===== config.mk =====
export PLATFORM = sky130hd
export DESIGN_NAME = rata_top
export DESIGN_NICKNAME = d
export VERILOG_FILES = /design/src/logic/rata_pkg.sv /design/src/logic/rata_tick_if.sv /design/src/logic/rata_timebase.sv /design/src/logic/rata_tod.sv /design/src/logic/rata_top.sv
export SDC_FILE = /design/constraint.sdc
export NUM_CORES = 1
export LEC_CHECK = 0
export BUFFER_PORTS_ARGS = -buffer_cell sky130_fd_sc_hd__buf_2
export CAP_MARGIN = 20
export CORE_MARGIN = 10
export CORE_UTILIZATION = 30
export CTS_CLUSTER_DIAMETER = 80
export DETAILED_ROUTE_END_ITERATION = 6
export PLACE_DENSITY = 0.53
export REMOVE_ABC_BUFFERS = 1
export SYNTH_ARGS = -nofsm -noshare
export SYNTH_HDL_FRONTEND = slang
export SYNTH_SLANG_ARGS = --single-unit

===== constraint.sdc =====
create_clock -name pclk -period 3.5 [get_ports pclk]
set_input_delay 0.525 -clock pclk [delete_from_list [all_inputs] [get_ports pclk]]
set_output_delay 0.525 -clock pclk [all_outputs]
set_load 0.05 [all_outputs]

===== src/logic/rata_pkg.sv =====
package rata_pkg;

  // Clock and timebase
  localparam int unsigned RATA_CLK_HZ         = 200_000_000;
  localparam int unsigned RATA_RTC_HZ         = 32768;
  localparam int unsigned RATA_RTC_DIV        = RATA_CLK_HZ / RATA_RTC_HZ;
  localparam logic [14:0] RATA_HALF_SEC_TICKS = 15'h4000;
  localparam logic [14:0] RATA_GUARD_TICKS    = 15'h0020;

  // Register offsets
  localparam logic [7:0] RATA_OFS_ALARM    = 8'h00;
  localparam logic [7:0] RATA_OFS_TIME     = 8'h04;
  localparam logic [7:0] RATA_OFS_CTRL     = 8'h08;
  localparam logic [7:0] RATA_OFS_ADATE    = 8'h0c;
  localparam logic [7:0] RATA_OFS_IRQ_STAT = 8'h10;
  localparam logic [7:0] RATA_OFS_IRQ_MASK = 8'h14;

  // Field positions
  localparam int unsigned RATA_ALM_ARM    = 15;
  localparam int unsigned RATA_ALM_WRAP   = 14;
  localparam int unsigned RATA_ALM_PIV    = 13;
  localparam int unsigned RATA_ALM_UNSAFE = 12;
  localparam int unsigned RATA_ALM_IVL    = 8;
  localparam int unsigned RATA_ALM_RPT    = 0;
  localparam int unsigned RATA_CTRL_ON    = 15;
  localparam int unsigned RATA_CTRL_UNLK  = 3;
  localparam int unsigned RATA_TM_H10     = 28;
  localparam int unsigned RATA_TM_H1      = 24;
  localparam int unsigned RATA_TM_M10     = 20;
  localparam int unsigned RATA_TM_M1      = 16;
  localparam int unsigned RATA_TM_S10     = 12;
  localparam int unsigned RATA_TM_S1      = 8;
  localparam int unsigned RATA_AD_MONTH   = 8;
  localparam int unsigned RATA_AD_DAY     = 0;
  localparam int unsigned RATA_IRQ_ALARM  = 0;
  localparam int unsigned RATA_IRQ_EXPIRE = 1;

  // Alarm interval codes
  localparam logic [3:0] RATA_IVL_HALF    = 4'h0;
  localparam logic [3:0] RATA_IVL_SEC     = 4'h1;
  localparam logic [3:0] RATA_IVL_TEN_SEC = 4'h2;
  localparam logic [3:0] RATA_IVL_MIN     = 4'h3;
  localparam logic [3:0] RATA_IVL_TEN_MIN = 4'h4;
  localparam logic [3:0] RATA_IVL_HOUR    = 4'h5;
  localparam logic [3:0] RATA_IVL_DAY     = 4'h6;
  localparam logic [3:0] RATA_IVL_WEEK    = 4'h7;
  localparam logic [3:0] RATA_IVL_MONTH   = 4'h8;
  localparam logic [3:0] RATA_IVL_YEAR    = 4'h9;

  // Reset values and limits
  localparam logic [4:0] RATA_DAY_RST   = 5'h01;
  localparam logic [3:0] RATA_MONTH_RST = 4'h1;
  localparam logic [3:0] RATA_MONTH_MAX = 4'hc;
  localparam logic [6:0] RATA_YEAR_MAX  = 7'h63;
  localparam logic [2:0] RATA_DOW_MAX   = 3'h6;
  localparam logic [7:0] RATA_RPT_MAX   = 8'hff;

  // Returns {wrapped, next digit}
  function automatic logic [4:0] rata_bcd_inc(input logic [3:0] d, input logic [3:0] max);
    if (d >= max) begin
      rata_bcd_inc = 5'h10;
    end else begin
      rata_bcd_inc = {1'b0, d + 4'h1};
    end
  endfunction

  function automatic logic [4:0] rata_days_in_month(input logic [3:0] m, input logic leap);
    case (m)
      4'h2:                      rata_days_in_month = leap ? 5'h1d : 5'h1c;
      4'h4, 4'h6, 4'h9, 4'hb:    rata_days_in_month = 5'h1e;
      default:                   rata_days_in_month = 5'h1f;
    endcase
  endfunction

endpackage


===== src/logic/rata_tick_if.sv =====
`timescale 1ns/10ps
interface rata_tick_if;
  logic       half_sec;
  logic       read_unsafe;
  logic       sec_roll;
  logic       ten_sec_roll;
  logic       min_roll;
  logic       ten_min_roll;
  logic       hour_roll;
  logic       day_roll;
  logic       week_roll;
  logic       month_roll;
  logic       year_hit;
  logic [3:0] alarm_month;
  logic [4:0] alarm_day;

  modport timebase (output half_sec, output read_unsafe);
  modport tod (input half_sec, input alarm_month, input alarm_day,
               output sec_roll, output ten_sec_roll, output min_roll, output ten_min_roll,
               output hour_roll, output day_roll, output week_roll, output month_roll,
               output year_hit);
  modport core (input half_sec, input read_unsafe, input sec_roll, input ten_sec_roll,
                input min_roll, input ten_min_roll, input hour_roll, input day_roll,
                input week_roll, input month_roll, input year_hit,
                output alarm_month, output alarm_day);
endinterface


===== src/logic/rata_timebase.sv =====
`timescale 1ns/10ps
module rata_timebase #(
  parameter int unsigned RTC_DIV = rata_pkg::RATA_RTC_DIV
) (
  input  wire logic           pclk,
  input  wire logic           presetn,
  input  wire logic           enable,
  rata_tick_if.timebase       tick
);
  import rata_pkg::*;

  localparam logic [15:0] DIV_LAST = 16'(RTC_DIV - 1);

  typedef struct packed {
    logic [15:0] div;
    logic [14:0] pre;
    logic        half;
    logic        unsafe;
  } rata_tb_state_t;

  rata_tb_state_t st;
  rata_tb_state_t next_st;

  always_comb begin
    next_st      = st;
    next_st.half = 1'b0;
    if (enable) begin
      if (st.div == DIV_LAST) begin
        next_st.div = '0;
        if (st.pre == RATA_HALF_SEC_TICKS - 15'h0001) begin
          next_st.pre  = '0;
          next_st.half = 1'b1;
        end else begin
          next_st.pre = st.pre + 15'h0001;
        end
      end else begin
        next_st.div = st.div + 16'h0001;
      end
    end
    // Guard both sides of the rollover; a read that straddles it sees torn bits
    next_st.unsafe = (next_st.pre >= RATA_HALF_SEC_TICKS - RATA_GUARD_TICKS) ||
                     (next_st.pre < RATA_GUARD_TICKS);
  end

  always_ff @(posedge pclk or negedge presetn) begin
    if (!presetn) begin
      st <= '0;
    end else begin
      st <= next_st;
    end
  end

  assign tick.half_sec    = st.half;
  assign tick.read_unsafe = st.unsafe;
endmodule // rata_timebase


===== src/logic/rata_tod.sv =====
`timescale 1ns/10ps
module rata_tod (
  input  wire logic        pclk,
  input  wire logic        presetn,
  input  wire logic        soft_reset,
  input  wire logic        wr_en,
  input  wire logic [31:0] wr_data,
  output logic      [31:0] time_value,
  rata_tick_if.tod         tick
);
  import rata_pkg::*;

  typedef struct packed {
    logic       phase;
    logic [3:0] h10, h1, m10, m1, s10, s1;
    logic [4:0] day;
    logic [3:0] month;
    logic [6:0] year;
    logic [2:0] dow;
    logic [8:0] rolls;
    logic       year_hit;
  } rata_tod_state_t;

  localparam rata_tod_state_t TOD_RST = '{day: RATA_DAY_RST, month: RATA_MONTH_RST,
                                         default: '0};

  rata_tod_state_t st;
  rata_tod_state_t next_st;
  logic            c;

  always_comb begin
    c                = 1'b0;
    next_st          = st;
    next_st.rolls    = '0;
    next_st.year_hit = 1'b0;
    if (soft_reset) begin
      next_st = TOD_RST;
    end else if (wr_en) begin
      next_st.h10 = wr_data[RATA_TM_H10 +: 4];
      next_st.h1  = wr_data[RATA_TM_H1 +: 4];
      next_st.m10 = wr_data[RATA_TM_M10 +: 4];
      next_st.m1  = wr_data[RATA_TM_M1 +: 4];
      next_st.s10 = wr_data[RATA_TM_S10 +: 4];
      next_st.s1  = wr_data[RATA_TM_S1 +: 4];
    end else if (tick.half_sec) begin
      next_st.phase = ~st.phase;
      if (st.phase) begin
        next_st.rolls[0]  = 1'b1;
        {c, next_st.s1}   = rata_bcd_inc(st.s1, 4'h9);
        next_st.rolls[1]  = c;
        if (c) {c, next_st.s10} = rata_bcd_inc(st.s10, 4'h5);
        next_st.rolls[2]  = c;
        if (c) {c, next_st.m1} = rata_bcd_inc(st.m1, 4'h9);
        next_st.rolls[3]  = c;
        if (c) {c, next_st.m10} = rata_bcd_inc(st.m10, 4'h5);
        next_st.rolls[4]  = c;
        if (c) {c, next_st.h1} = rata_bcd_inc(st.h1, (st.h10 == 4'h2) ? 4'h3 : 4'h9);
        if (c) {c, next_st.h10} = rata_bcd_inc(st.h10, 4'h2);
        if (c) begin
          next_st.rolls[5] = 1'b1;
          // Plain leap rule, so Feb 29 exists only every fourth year
          if (st.day >= rata_days_in_month(st.month, st.year[1:0] == 2'h0)) begin
            next_st.day      = RATA_DAY_RST;
            next_st.rolls[7] = 1'b1;
            if (st.month == RATA_MONTH_MAX) begin
              next_st.month = RATA_MONTH_RST;
              next_st.year  = (st.year == RATA_YEAR_MAX) ? 7'h00 : st.year + 7'h01;
            end else begin
              next_st.month = st.month + 4'h1;
            end
          end else begin
            next_st.day = st.day + 5'h01;
          end
          next_st.dow      = (st.dow == RATA_DOW_MAX) ? 3'h0 : st.dow + 3'h1;
          next_st.rolls[6] = (st.dow == RATA_DOW_MAX);
          next_st.year_hit = (next_st.day == tick.alarm_day) &&
                             (next_st.month == tick.alarm_month);
        end
      end
    end
  end

  always_ff @(posedge pclk or negedge presetn) begin
    if (!presetn) begin
      st <= TOD_RST;
    end else begin
      st <= next_st;
    end
  end

  assign time_value        = {st.h10, st.h1, st.m10, st.m1, st.s10, st.s1, 8'h00};
  assign tick.sec_roll     = st.rolls[0];
  assign tick.ten_sec_roll = st.rolls[1];
  assign tick.min_roll     = st.rolls[2];
  assign tick.ten_min_roll = st.rolls[3];
  assign tick.hour_roll    = st.rolls[4];
  assign tick.day_roll     = st.rolls[5];
  assign tick.week_roll    = st.rolls[6];
  assign tick.month_roll   = st.rolls[7];
  assign tick.year_hit     = st.year_hit;
endmodule // rata_tod


===== src/logic/rata_top.sv =====
//
// Contract
// - Alarm control bit 15 arms the alarm at one, disarms at zero.
// - With repeat wrap on, repeat counter wraps from 0x00 to 0xFF.
// - With repeat wrap off, repeat counter holds at 0x00.
// - Disarmed: pulse initial bit writable and sets the alarm pulse level.
// - Armed: pulse initial bit ignores writes, reads back live pulse level.
// - Read-unsafe flag set near half-second rollover, clear beyond 32 RTC ticks.
// - Four-bit interval code picks half-second up to yearly; 1010-1111 reserved.
// - A yearly alarm on February 29 fires only in leap years.
// - Alarm event with count zero and wrap off clears the arm bit.
// - Alarm control is cleared only by power-on reset.
// - Hours BCD: tens in bits 31-28, units in bits 27-24.
// - Minutes BCD: tens in bits 23-20, units in bits 19-16.
// - Seconds BCD: tens 15-12, units 11-8, bits 7-0 read zero.
// - Time register writes are ignored unless time-write unlock is one.
//
// The register offsets and the APB register port were chosen for this implementation.
`timescale 1ns/10ps
module rata_top #(
  parameter int unsigned RTC_DIV = rata_pkg::RATA_RTC_DIV
) (
  input  wire logic        pclk,
  input  wire logic        presetn,
  input  wire logic        soft_reset,
  input  wire logic        psel,
  input  wire logic        penable,
  input  wire logic        pwrite,
  input  wire logic [7:0]  paddr,
  input  wire logic [31:0] pwdata,
  output logic      [31:0] prdata,
  output logic             pready,
  output logic             pslverr,
  output logic             alarm_pulse,
  output logic             irq
);
  import rata_pkg::*;

  typedef struct packed {
    logic        arm;
    logic        wrap;
    logic [3:0]  ivl;
    logic [7:0]  rpt;
    logic        pulse;
    logic        ctrl_on;
    logic        ctrl_unlock;
    logic [3:0]  ad_month;
    logic [4:0]  ad_day;
    logic [1:0]  irq_stat;
    logic [1:0]  irq_mask;
    logic [31:0] rdata;
    logic        err;
  } rata_core_state_t;

  localparam rata_core_state_t CORE_RST = '{ad_month: RATA_MONTH_RST, ad_day: RATA_DAY_RST,
                                           default: '0};

  rata_core_state_t st;
  rata_core_state_t next_st;
  rata_tick_if      tick ();
  logic             ivl_hit;
  logic             alarm_event;
  logic             setup;
  logic             wr;
  logic             mapped;
  logic [31:0]      time_value;
  logic [31:0]      rd_mux;
  logic [1:0]       irq_set;

  rata_timebase #(
    .RTC_DIV (RTC_DIV)
  ) u_timebase (
    .pclk    (pclk),
    .presetn (presetn),
    .enable  (st.ctrl_on),
    .tick    (tick.timebase)
  );

  rata_tod u_tod (
    .pclk       (pclk),
    .presetn    (presetn),
    .soft_reset (soft_reset),
    .wr_en      (wr && paddr == RATA_OFS_TIME && st.ctrl_unlock),
    .wr_data    (pwdata),
    .time_value (time_value),
    .tick       (tick.tod)
  );

  assign tick.alarm_month = st.ad_month;
  assign tick.alarm_day   = st.ad_day;

  // Reserved codes never fire
  always_comb begin
    case (st.ivl)
      RATA_IVL_HALF:    ivl_hit = tick.half_sec;
      RATA_IVL_SEC:     ivl_hit = tick.sec_roll;
      RATA_IVL_TEN_SEC: ivl_hit = tick.ten_sec_roll;
      RATA_IVL_MIN:     ivl_hit = tick.min_roll;
      RATA_IVL_TEN_MIN: ivl_hit = tick.ten_min_roll;
      RATA_IVL_HOUR:    ivl_hit = tick.hour_roll;
      RATA_IVL_DAY:     ivl_hit = tick.day_roll;
      RATA_IVL_WEEK:    ivl_hit = tick.week_roll;
      RATA_IVL_MONTH:   ivl_hit = tick.month_roll;
      RATA_IVL_YEAR:    ivl_hit = tick.year_hit;
      default:          ivl_hit = 1'b0;
    endcase
  end

  assign alarm_event = st.arm && ivl_hit;
  assign setup       = psel && !penable;
  assign wr          = psel && penable && pwrite;

  always_comb begin
    mapped = 1'b1;
    case (paddr)
      RATA_OFS_ALARM: begin
        rd_mux = 32'h0000_0000;
        rd_mux[RATA_ALM_ARM]    = st.arm;
        rd_mux[RATA_ALM_WRAP]   = st.wrap;
        rd_mux[RATA_ALM_PIV]    = st.pulse;
        rd_mux[RATA_ALM_UNSAFE] = tick.read_unsafe;
        rd_mux[RATA_ALM_IVL +: 4] = st.ivl;
        rd_mux[RATA_ALM_RPT +: 8] = st.rpt;
      end
      RATA_OFS_TIME:     rd_mux = time_value;
      RATA_OFS_CTRL: begin
        rd_mux = 32'h0000_0000;
        rd_mux[RATA_CTRL_ON]   = st.ctrl_on;
        rd_mux[RATA_CTRL_UNLK] = st.ctrl_unlock;
      end
      RATA_OFS_ADATE: begin
        rd_mux = 32'h0000_0000;
        rd_mux[RATA_AD_MONTH +: 4] = st.ad_month;
        rd_mux[RATA_AD_DAY +: 5]   = st.ad_day;
      end
      RATA_OFS_IRQ_STAT: rd_mux = {30'h0, st.irq_stat};
      RATA_OFS_IRQ_MASK: rd_mux = {30'h0, st.irq_mask};
      default: begin
        rd_mux = 32'h0000_0000;
        mapped = 1'b0;
      end
    endcase
  end

  always_comb begin
    next_st = st;
    irq_set = 2'b00;
    // Read data and error are latched at setup so the access phase needs no wait
    if (setup) begin
      next_st.rdata = pwrite ? 32'h0000_0000 : rd_mux;
      next_st.err   = !mapped;
    end
    if (alarm_event) begin
      next_st.pulse = ~st.pulse;
      irq_set[RATA_IRQ_ALARM] = 1'b1;
      if (st.rpt != 8'h00) begin
        next_st.rpt = st.rpt - 8'h01;
      end else if (st.wrap) begin
        next_st.rpt = RATA_RPT_MAX;
      end else begin
        next_st.arm = 1'b0;
        irq_set[RATA_IRQ_EXPIRE] = 1'b1;
      end
    end
    if (wr) begin
      case (paddr)
        RATA_OFS_ALARM: begin
          next_st.arm  = pwdata[RATA_ALM_ARM];
          next_st.wrap = pwdata[RATA_ALM_WRAP];
          next_st.ivl  = pwdata[RATA_ALM_IVL +: 4];
          next_st.rpt  = pwdata[RATA_ALM_RPT +: 8];
          if (!st.arm) begin
            next_st.pulse = pwdata[RATA_ALM_PIV];
          end
        end
        RATA_OFS_CTRL: begin
          next_st.ctrl_on     = pwdata[RATA_CTRL_ON];
          next_st.ctrl_unlock = pwdata[RATA_CTRL_UNLK];
        end
        RATA_OFS_ADATE: begin
          next_st.ad_month = pwdata[RATA_AD_MONTH +: 4];
          next_st.ad_day   = pwdata[RATA_AD_DAY +: 5];
        end
        RATA_OFS_IRQ_STAT: next_st.irq_stat = st.irq_stat & ~pwdata[1:0];
        RATA_OFS_IRQ_MASK: next_st.irq_mask = pwdata[1:0];
        default: next_st.err = st.err;
      endcase
    end
    // A new event outranks a clear in the same cycle
    next_st.irq_stat = next_st.irq_stat | irq_set;
    // Other reset sources spare the alarm fields
    if (soft_reset) begin
      next_st.ctrl_on     = CORE_RST.ctrl_on;
      next_st.ctrl_unlock = CORE_RST.ctrl_unlock;
      next_st.ad_month    = CORE_RST.ad_month;
      next_st.ad_day      = CORE_RST.ad_day;
      next_st.irq_stat    = CORE_RST.irq_stat;
      next_st.irq_mask    = CORE_RST.irq_mask;
    end
  end

  always_ff @(posedge pclk or negedge presetn) begin
    if (!presetn) begin
      st <= CORE_RST;
    end else begin
      st <= next_st;
    end
  end

  assign prdata      = st.rdata;
  assign pslverr     = st.err && psel && penable;
  assign pready      = 1'b1;
  assign alarm_pulse = st.pulse;
  assign irq         = |(st.irq_stat & st.irq_mask);
endmodule // rata_top


# == Word-level counts from Yosys, hierarchy flattened ==
# Cells that the tools add are included.
# op_classes
bitwise_logic,6
mux,107
eq_ne,29
order_cmp,9
reduce_logical,49
add_sub_neg,13
# op_table
op,n
case mux 32 bit (6 select lines),1
two-way mux 5 bit,21
two-way mux 44 bit,2
two-way mux 11 bit,6
two-way mux 9 bit,6
two-way mux 16 bit,3
two-way mux 15 bit,3
two-way mux 43 bit,1
two-way mux 1 bit,40
two-way mux 19 bit,2
two-way mux 32 bit,1
two-way mux 30 bit,1
adder 4 x 1 -> 4 bit (second input constant),7
two-way mux 4 bit,7
== test 4 x 3 -> 1 bit (second input constant),6
two-way mux 24 bit,1
nonzero test 3 bit,7
== test 4 bit (second input constant),5
nonzero test 2 bit,9
adder 16 x 1 -> 16 bit (second input constant),1
== test 16 x 13 -> 1 bit (second input constant),1
== test 4 x 2 -> 1 bit (second input constant),4
== test 8 x 4 -> 1 bit (second input constant),2
== test 8 x 5 -> 1 bit (second input constant),2
45 further kinds,74
# totals
input_bits,46
ff_bits,149
out_inout_bits,36
wordCells,243

# == Longest topological paths before layout ==
# Gate-level depths: netlist of run 1.
# depth
depth_word,50
depth_mapped,14
depth_no_buf,13

# == Modules after synthesis ==
# From an unflattened synthesis of run 1, not the netlist that was laid out.
# hier_totals
cells_unflattened,976
hier_area_um2,9067.4
# by_module_without_submodules
module,seq_area_each_um2,cells_each,area_per_inst_um2,n_inst
rata_tod,1328.8,433,3748.6,1
rata_top,1579.0,352,3438.3,1
rata_timebase,825.8,191,1880.6,1

# == Worst setup path before layout of run 1 ==
# Ideal clock, no wire load.
# synth_path
kind,register to register
startpoint,register u_tod.st[20] in the netlist's numbering
endpoint,"register u_tod.st, in the netlist u_tod.tick.year_hit"
required_time_ns,3.399
path_buffers,1
path_slack_ns,0.588
synth_period_minus_slack_ns,2.912
path_stages_with_launch,15
t_arrival_ns,2.811
setup_time_ns,0.101
path_cell_list,dfstp_2 > inv_1 > ha_1 > o21ai_0 > o21ai_0 > o21ai_0 > ha_1 > nand2b_1 > a21oi_1 > or2_2 > clkbuf_1 > o22ai_1 > xnor2_1 > nand3_1 > nor4_1
# synth_lines
element,line_no,source
"start, declared",rata_tod.sv:27,rata_tod_state_t st;
"start signal, assigned",rata_tod.sv:87,st <= next_st;

==> summary.md, run 1 <==
| Metric | Value |
|---|---|
| Synth Flop Type | `dfrtp_1` |
| Reg clk slew, reported paths | `80 ps` |
| Initial antenna violation count | `0` |
| Routed length per placed instance | `16.6 um` |
| CP max stage cell | `dfstp_2` |
| Worst-Margin Slew | `897 ps` |
| Drc violations | `0` |
| Final Util | `0.352` |
| Post-synthesis sequential area ratio | `0.454` |
| Synth top area share | `0.442` |
| Layout cell share with drive strength beyond 1 | `0.168` |
| Total number of vias | `6492` |
| Clock Skew | `18.6 ps` |
| Clk buf depth | `2` |
| Die Width | `186 um` |
| First-pass GRT wire length | `35200 um` |
| Final Worst Setup Slack | `389 ps` |
| Drt pass-1 iters | `5` |
| Unrepaired setup endpoints after global routing | `false` |
| Critical path's top delay family | `compound AO/OA/AOI/OAI gates` |
| Power Density | `415 nW/um2` |
| EDFF count, synth | `0` |
| FFs w/ async S/R, synth | `1.00` |
| Clock root buffer master | `clkbuf_16` |
| Post-route cell area | `9480 um2` |
| Synthesis-stage register bit count | `149` |
| Post-CTS setup buffers | `0` |
| Unique cell type count in the Yosys netlist | `71` |
| Hpwl dp | `15800 um` |
| Total clock sinks | `149` |
| Die height | `186 um` |
| Routed vias/inst | `5.05` |
| CP max FO | `9` |
| # IOs | `82` |
| Max Clock Freq | `0.321 GHz` |
| CTS H-tree depth | `4` |
| Placement Setup Slack | `183 ps` |
| Post-DRT Antenna Nets | `0` |
| Critical path's most frequent cell | `o21ai_0` |
| Syn. warnings | `0` |
| Diodes inserted | `0` |
| Placer congestion estimate | `0.805` |
| Gr usage total | `0.127` |
| Run status | `completed` |
| CTS tree | `done` |
| Die area | `34400 um2` |
| Final period utilization | `0.889` |
| Reg2reg path depth | `12` |
| Final nets | `1007` |
| Slew margin rel. | `0.400` |
| Hold Vio Cnt, Final | `0` |
| CP Capture Type | `flop` |
| Worst IR Drop VDD | `0.000214 V` |
| Synthesized instance count | `871` |
| Flop-to-flop setup slack | `390 ps` |
| WL final | `21400 um` |
| Reg-to-Reg End | `u_tod.tick.year_hit$_DFF_PN0_` |
| Largest net degree at the start of global routing | `67` |
| Layout area overhead | `15.3%` |
| Area leader, netlist | `dfrtp_1` |
| Num CTS Buffers | `17` |
| Post-DP Area | `8860 um2` |
| Top cells by count, synth | `145 x dfrtp_1, 95 x nor2_1, 71 x nand2_1` |
| CP arrival | `3420 ps` |
| Total grt overflow | `0` |
| Synth area leaders | `dfrtp_1 44%, ha_1 4.6%, nor2_1 4.3%` |
| Inst Count DP | `1253` |
| Initial DRC count | `454` |
| Synthesized area | `8220 um2` |
| Setup CP Type | `flop to flop` |
| Setup_tns | `0 ps` |
| Max stage delay on crit path | `580 ps` |
| Starting Density | `0.305` |
| CP cell instances | `inv_1, ha_1, o21ai_0, o21ai_0, o21ai_0, ha_1, nand2b_1, a21oi_2, or2_2, o41ai_1, xor2_1, nor4_1` |
| Worst skew pair latency | `430 ps` |
| Total of max-cap violations | `0` |
| Slew Limit Fails | `0` |
| Core region area | `27000 um2` |
| Pleak | `4.36 nW` |
| Hold Crit Class | `input pin to asynchronous set/reset pin` |
| Cell Rows | `60` |
| Final min period | `3110 ps` |
| Worst r2r src | `u_tod.st[20]$_DFFE_PN1P_` |
| IO Port Bufs | `80` |
| CTS Hold Bufs | `0` |
| Syn_area_per_cell | `9.43 um2` |
| Setup Viol. Count Final | `0` |
| Startpoint Class | `flop` |
| WP buf/inv | `1` |
| Vias in the first global route | `6449` |
| Final Non-Filler Cells | `1285` |
| Critical Path RT | `3810 ps` |
| Most frequent cell after synthesis | `dfrtp_1` |
==> where the power goes <==
part	switching, mW	leakage, nW	internal, mW
combinational	0.174	2.06	0.0996
clock	0.894	0.294	0.966
sequential	0.0482	2.01	1.76
total	1.12	4.36	2.82
==> placed cells by master (no fill, tap or decap), drive strengths merged, types with 14 or more instances in the layout <==
master  netlist  final
nor3         27     27
a21oi        36     36
inv          40     46
o21ai        67     67
nand2        72     72
nand3        34     34
mux2i        23     23
a22o         34     34
xor2         14     14
buf          35    101
ha           30     30
dfrtp       145    145
clkbuf       25     17
nor2         95     95
nand4        16     16
xnor2        21     21
==> through the flow <==
step                hold WS [ps]  power, mW
floorplan                    229       1.97
global placement             463       2.11
detailed placement           466       2.12
CTS                          103       4.00
global route                 130       4.11
finish                      92.4       3.94
==> state kept, by name, indices dropped and copies added, names as in the netlist, 4 cells and up <==
register,count
u_tod.st,20
prdata,32
u_timebase.st,31
u_tod.time_value,24
st,21
tick.alarm_month,4
tick.alarm_day,5
==> how the worst max path moves through the flow <==
| stage | from | end | cells after the start | slack (ps) |
|---|---|---|---|---|
| finish | u_tod.st[20]$_DFFE_PN1P_ | u_tod.tick.year_hit$_DFF_PN0_ | 12 | 390 |
| detailed placement | u_tod.st[20]$_DFFE_PN1P_ | u_tod.st[19]$_DFFE_PN0P_ | 13 | 180 |
| CTS | u_tod.st[20]$_DFFE_PN1P_ | u_tod.st[18]$_DFFE_PN0P_ | 13 | 180 |
| global route | u_tod.st[20]$_DFFE_PN1P_ | u_tod.tick.year_hit$_DFF_PN0_ | 12 | 90 |
| global placement | u_tod.st[20]$_DFFE_PN1P_ | u_tod.st[18]$_DFFE_PN0P_ | 13 | 270 |
| floorplan | u_tod.st[20]$_DFFE_PN1P_ | u_tod.st[19]$_DFFE_PN0P_ | 13 | 740 |
==> cell families after synthesis <==
| group | share of synthesized area |
|---|---|
| mux | 0.0431 |
| compound gates | 0.156 |
| other cells | 0.000456 |
| simple gates | 0.201 |
| fa+ha+maj | 0.0457 |
| flops | 0.454 |
| xor+xnor | 0.0373 |
| buf+inv | 0.0618 |
==> per-layer routing <==
metal  part of all wire  GRT usage  up-vias
li1                   -          -     3218
met3              0.033     0.0209       15
met4              0.011     0.0371        0
met2               0.46      0.203      101
met5                  0          0        -
met1               0.50      0.173     3158
==> worst register-to-register path: stages (launching register included) <==
cell,delay (ps)
dfstp_2,580
inv_1,100
ha_1,250
o21ai_0,150
o21ai_0,90
o21ai_0,190
ha_1,140
nand2b_1,110
a21oi_2,110
or2_2,400
o41ai_1,570
xor2_1,140
nor4_1,190
==> final cells by class <==
| type | count | area (um2) |
|---|---|---|
| Inverter | 40 | 150 |
| Sequential cell | 149 | 3730 |
| Timing Repair Buffer | 101 | 577 |
| Clock inverter | 15 | 179 |
| Fill cell | 2755 | 17500 |
| Multi-Input combinational cell | 622 | 3990 |
| Tap cell | 341 | 427 |
| Clock buffer | 17 | 425 |
==> what timing repair did <==
item                                    4_1_cts  5_1_grt
hold endpoints to repair                      0        0
endpoints found under the setup margin        0        7
resized for setup                             0        2
(Power assumes the default switching activity.)
==> run 2, diff against run 1 <==
- CORE_MARGIN: 10 -> 3
- clock period: 3.5 -> 3.7 ns (I/O delays scaled with it)
==> summary.md, run 2 (synthesis gave the netlist of run 1 again) <==
| Metric | Value |
|---|---|
| Run status | `completed (unchanged)` |
| CTS tree | `done (unchanged)` |
| Die area | `29400 um2 (was 34400 um2)` |
| Hold Vio Cnt, Final | `0 (unchanged)` |
| Die height | `172 um (was 186 um)` |
| Gr usage total | `0.144 (was 0.127)` |
| Post-cts resize count | `0 (unchanged)` |
| Vias in the first global route | `6311 (was 6449)` |
| Initial DRC count | `455 (was 454)` |
| Post-CTS setup buffers | `0 (unchanged)` |
| Setup Viol. Count Final | `0 (unchanged)` |
| CP Capture Type | `flop (unchanged)` |
| Total clock sinks | `149 (unchanged)` |
| Cell Rows | `59 (was 60)` |
| Max Clock Freq | `0.303 GHz (was 0.321 GHz)` |
| Final Util | `0.357 (was 0.352)` |
| Diodes inserted | `0 (unchanged)` |
| Unrepaired setup endpoints after global routing | `false (unchanged)` |
| Die Width | `172 um (was 186 um)` |
| First-pass GRT wire length | `34100 um (was 35200 um)` |
| GR Util met2 | `0.221 (was 0.203)` |
| Worst IR Drop VDD | `0.000293 V (was 0.000214 V)` |
| Hold WS | `107 ps (was 92.4 ps)` |
| Hpwl dp | `14800 um (was 15800 um)` |
| Routed length per placed instance | `16.0 um (was 16.6 um)` |
| FF+latch area | `3730 um2 (unchanged)` |
| Post-DRT Antenna Nets | `0 (unchanged)` |
| Slew margin rel. | `0.507 (was 0.400)` |
| Most common cell after layout, fill and taps aside | `dfrtp_1 (unchanged)` |
| Reg clk slew, reported paths | `70 ps (was 80 ps)` |
| Pleak | `4.35 nW (was 4.36 nW)` |
| Most used routing layer | `met2 (unchanged)` |
| Hold Crit Class | `input pin to asynchronous set/reset pin (unchanged)` |
| CP arrival | `3600 ps (was 3420 ps)` |
| Final min period | `3300 ps (was 3110 ps)` |
| Max stage delay on crit path | `580 ps (about the same)` |
| Startpoint Class | `flop (unchanged)` |
| Num CTS Buffers | `17 (unchanged)` |
| Most frequent cells in the layout | `145 x dfrtp_1, 95 x nor2_1, 79 x buf_2 (unchanged)` |
| Slew Limit Fails | `0 (unchanged)` |
| Max reg flops | `32 (unchanged)` |
| Initial antenna violation count | `1 (was 0)` |
| Layout area overhead | `15.1% (was 15.3%)` |
| Total of max-cap violations | `0 (unchanged)` |
| Final nets | `1004 (was 1007)` |
| Core region area | `26500 um2 (was 27000 um2)` |
| Beginning of the critical path | `u_tod.st[20]$_DFFE_PN1P_ (unchanged)` |
| Multi-input gate area | `3980 um2 (was 3990 um2)` |
| Routed vias/inst | `5.09 (was 5.05)` |
| CP max FO | `7 (was 9)` |
| Total number of vias | `6495 (was 6492)` |
| Drc violations | `0 (unchanged)` |
| Setup CP Type | `flop to flop (unchanged)` |
| # IOs | `82 (unchanged)` |
| CTS Hold Bufs | `0 (unchanged)` |
| Worst skew pair latency | `430 ps (about the same)` |
| WL final | `20400 um (was 21400 um)` |
| Worst-Margin Slew | `739 ps (was 897 ps)` |
| Critical path's most frequent cell | `o21ai_0 (unchanged)` |
| Worst r2r src | `u_tod.st[20]$_DFFE_PN1P_ (unchanged)` |
| Power Density | `404 nW/um2 (was 415 nW/um2)` |
| IO Port Bufs | `80 (unchanged)` |
| Total grt overflow | `0 (unchanged)` |
| Final period utilization | `0.891 (was 0.889)` |
| Drt pass-1 iters | `4 (was 5)` |
| Setup_tns | `0 ps (unchanged)` |
| Grt met3 use | `0.0278 (was 0.0209)` |
| Clock root buffer master | `clkbuf_16 (unchanged)` |
| Met1 usage | `0.203 (was 0.173)` |
| Largest net degree at the start of global routing | `64 (was 67)` |
| Critical Path RT | `4010 ps (was 3810 ps)` |
| Placer congestion estimate | `0.867 (was 0.805)` |
| Starting Density | `0.310 (was 0.305)` |
| Clock Skew | `9.87 ps (was 18.6 ps)` |
| Fillers | `2664 (was 2755)` |
| CTS H-tree depth | `4 (unchanged)` |
| CP max stage cell | `dfstp_2 (unchanged)` |
| CP cell instances | `inv_1, ha_1, o21ai_0, o21ai_0, o21ai_0, ha_1, nand2b_1, a21oi_1, nor4_1, a31oi_1, nor3b_1, xnor2_1, nor2_1 (was inv_1, ha_1, o21ai_0, o21ai_0, o21ai_0, ha_1, nand2b_1, a21oi_2, or2_2, o41ai_1, xor2_1, nor4_1)` |
| Layout cell share with drive strength beyond 1 | `0.163 (was 0.168)` |
| Clk buf depth | `2 (unchanged)` |
## run 2: cell types whose count changed in the layout (fill, tap and decap cells not counted), moves of 3 or more
| cell | change |
|---|---|
| buf_4 | -3 |
| bufinv_16 | +4 |
| clkinvlp_4 | +3 |
| inv_8 | -4 |
| clkinv_8 | -5 |
## run 2: through the flow
step | instance area, um2 | setup slack, ps | power, mW | std cells
final | 9460 | 404 | 3.83 | 1276
after floorplan | 7860 | 937 | 1.86 | 811
after global placement | 8830 | 564 | 1.99 | 1244
after detailed placement | 8830 | 414 | 2.00 | 1244
after CTS | 9460 | 404 | 3.88 | 1276
after global routing | 9460 | 91.3 | 3.99 | 1276
## run 2: report_power, final
group	internal [mW]	switching, mW
Sequential	1.66	0.0457
Combinational	0.0933	0.163
Clock	1.14	0.725
## run 2: metal layers
layer | routed length (um) | vias up | share of wire
met3 | 805 | 27 | 0.040
met5 | 0 | - | 0
met2 | 9110 | 136 | 0.45
met1 | 10100 | 3126 | 0.50
li1 | - | 3206 | -
met4 | 350 | 0 | 0.017
## run 2: worst paths after layout
kind / slack (ps) / endpoint / cells past startpoint
setup reg to reg: 400 / u_tod.st[18]$_DFFE_PN0P_ / 13
min in group pclk: 360 / u_tod.time_value[31]$_DFFE_PN0P_ / 3
setup / recovery: 400 / u_tod.st[18]$_DFFE_PN0P_ / 13
hold reg to reg: 480 / prdata[12]$_DFFE_PN0P_ / 2
max in group asynchronous: 2760 / st[55]$_DFF_PN0_ / 2
hold / removal: 110 / u_timebase.st[30]$_DFFE_PN0P_ / 1
## run 2: area by class of cell
class,instances,share of cell area
clock buffers,18,0.0454
clock inverters,14,0.0212
inverters,40,0.0159
multi-input cells,622,0.420
flip-flops and latches,149,0.395
well taps,335,0.0443
repair buffers,98,0.0586
## run 2: critical path, delay by kind of cell (launching register included)
family,cells,cell delay (ps)
AND/OR/NAND/NOR,4,470
AO/OA/AOI/OAI,5,1370
XOR/XNOR,1,170
adder cells (fa/ha/maj),2,490
flip-flops,1,580
buffers and inverters,1,100
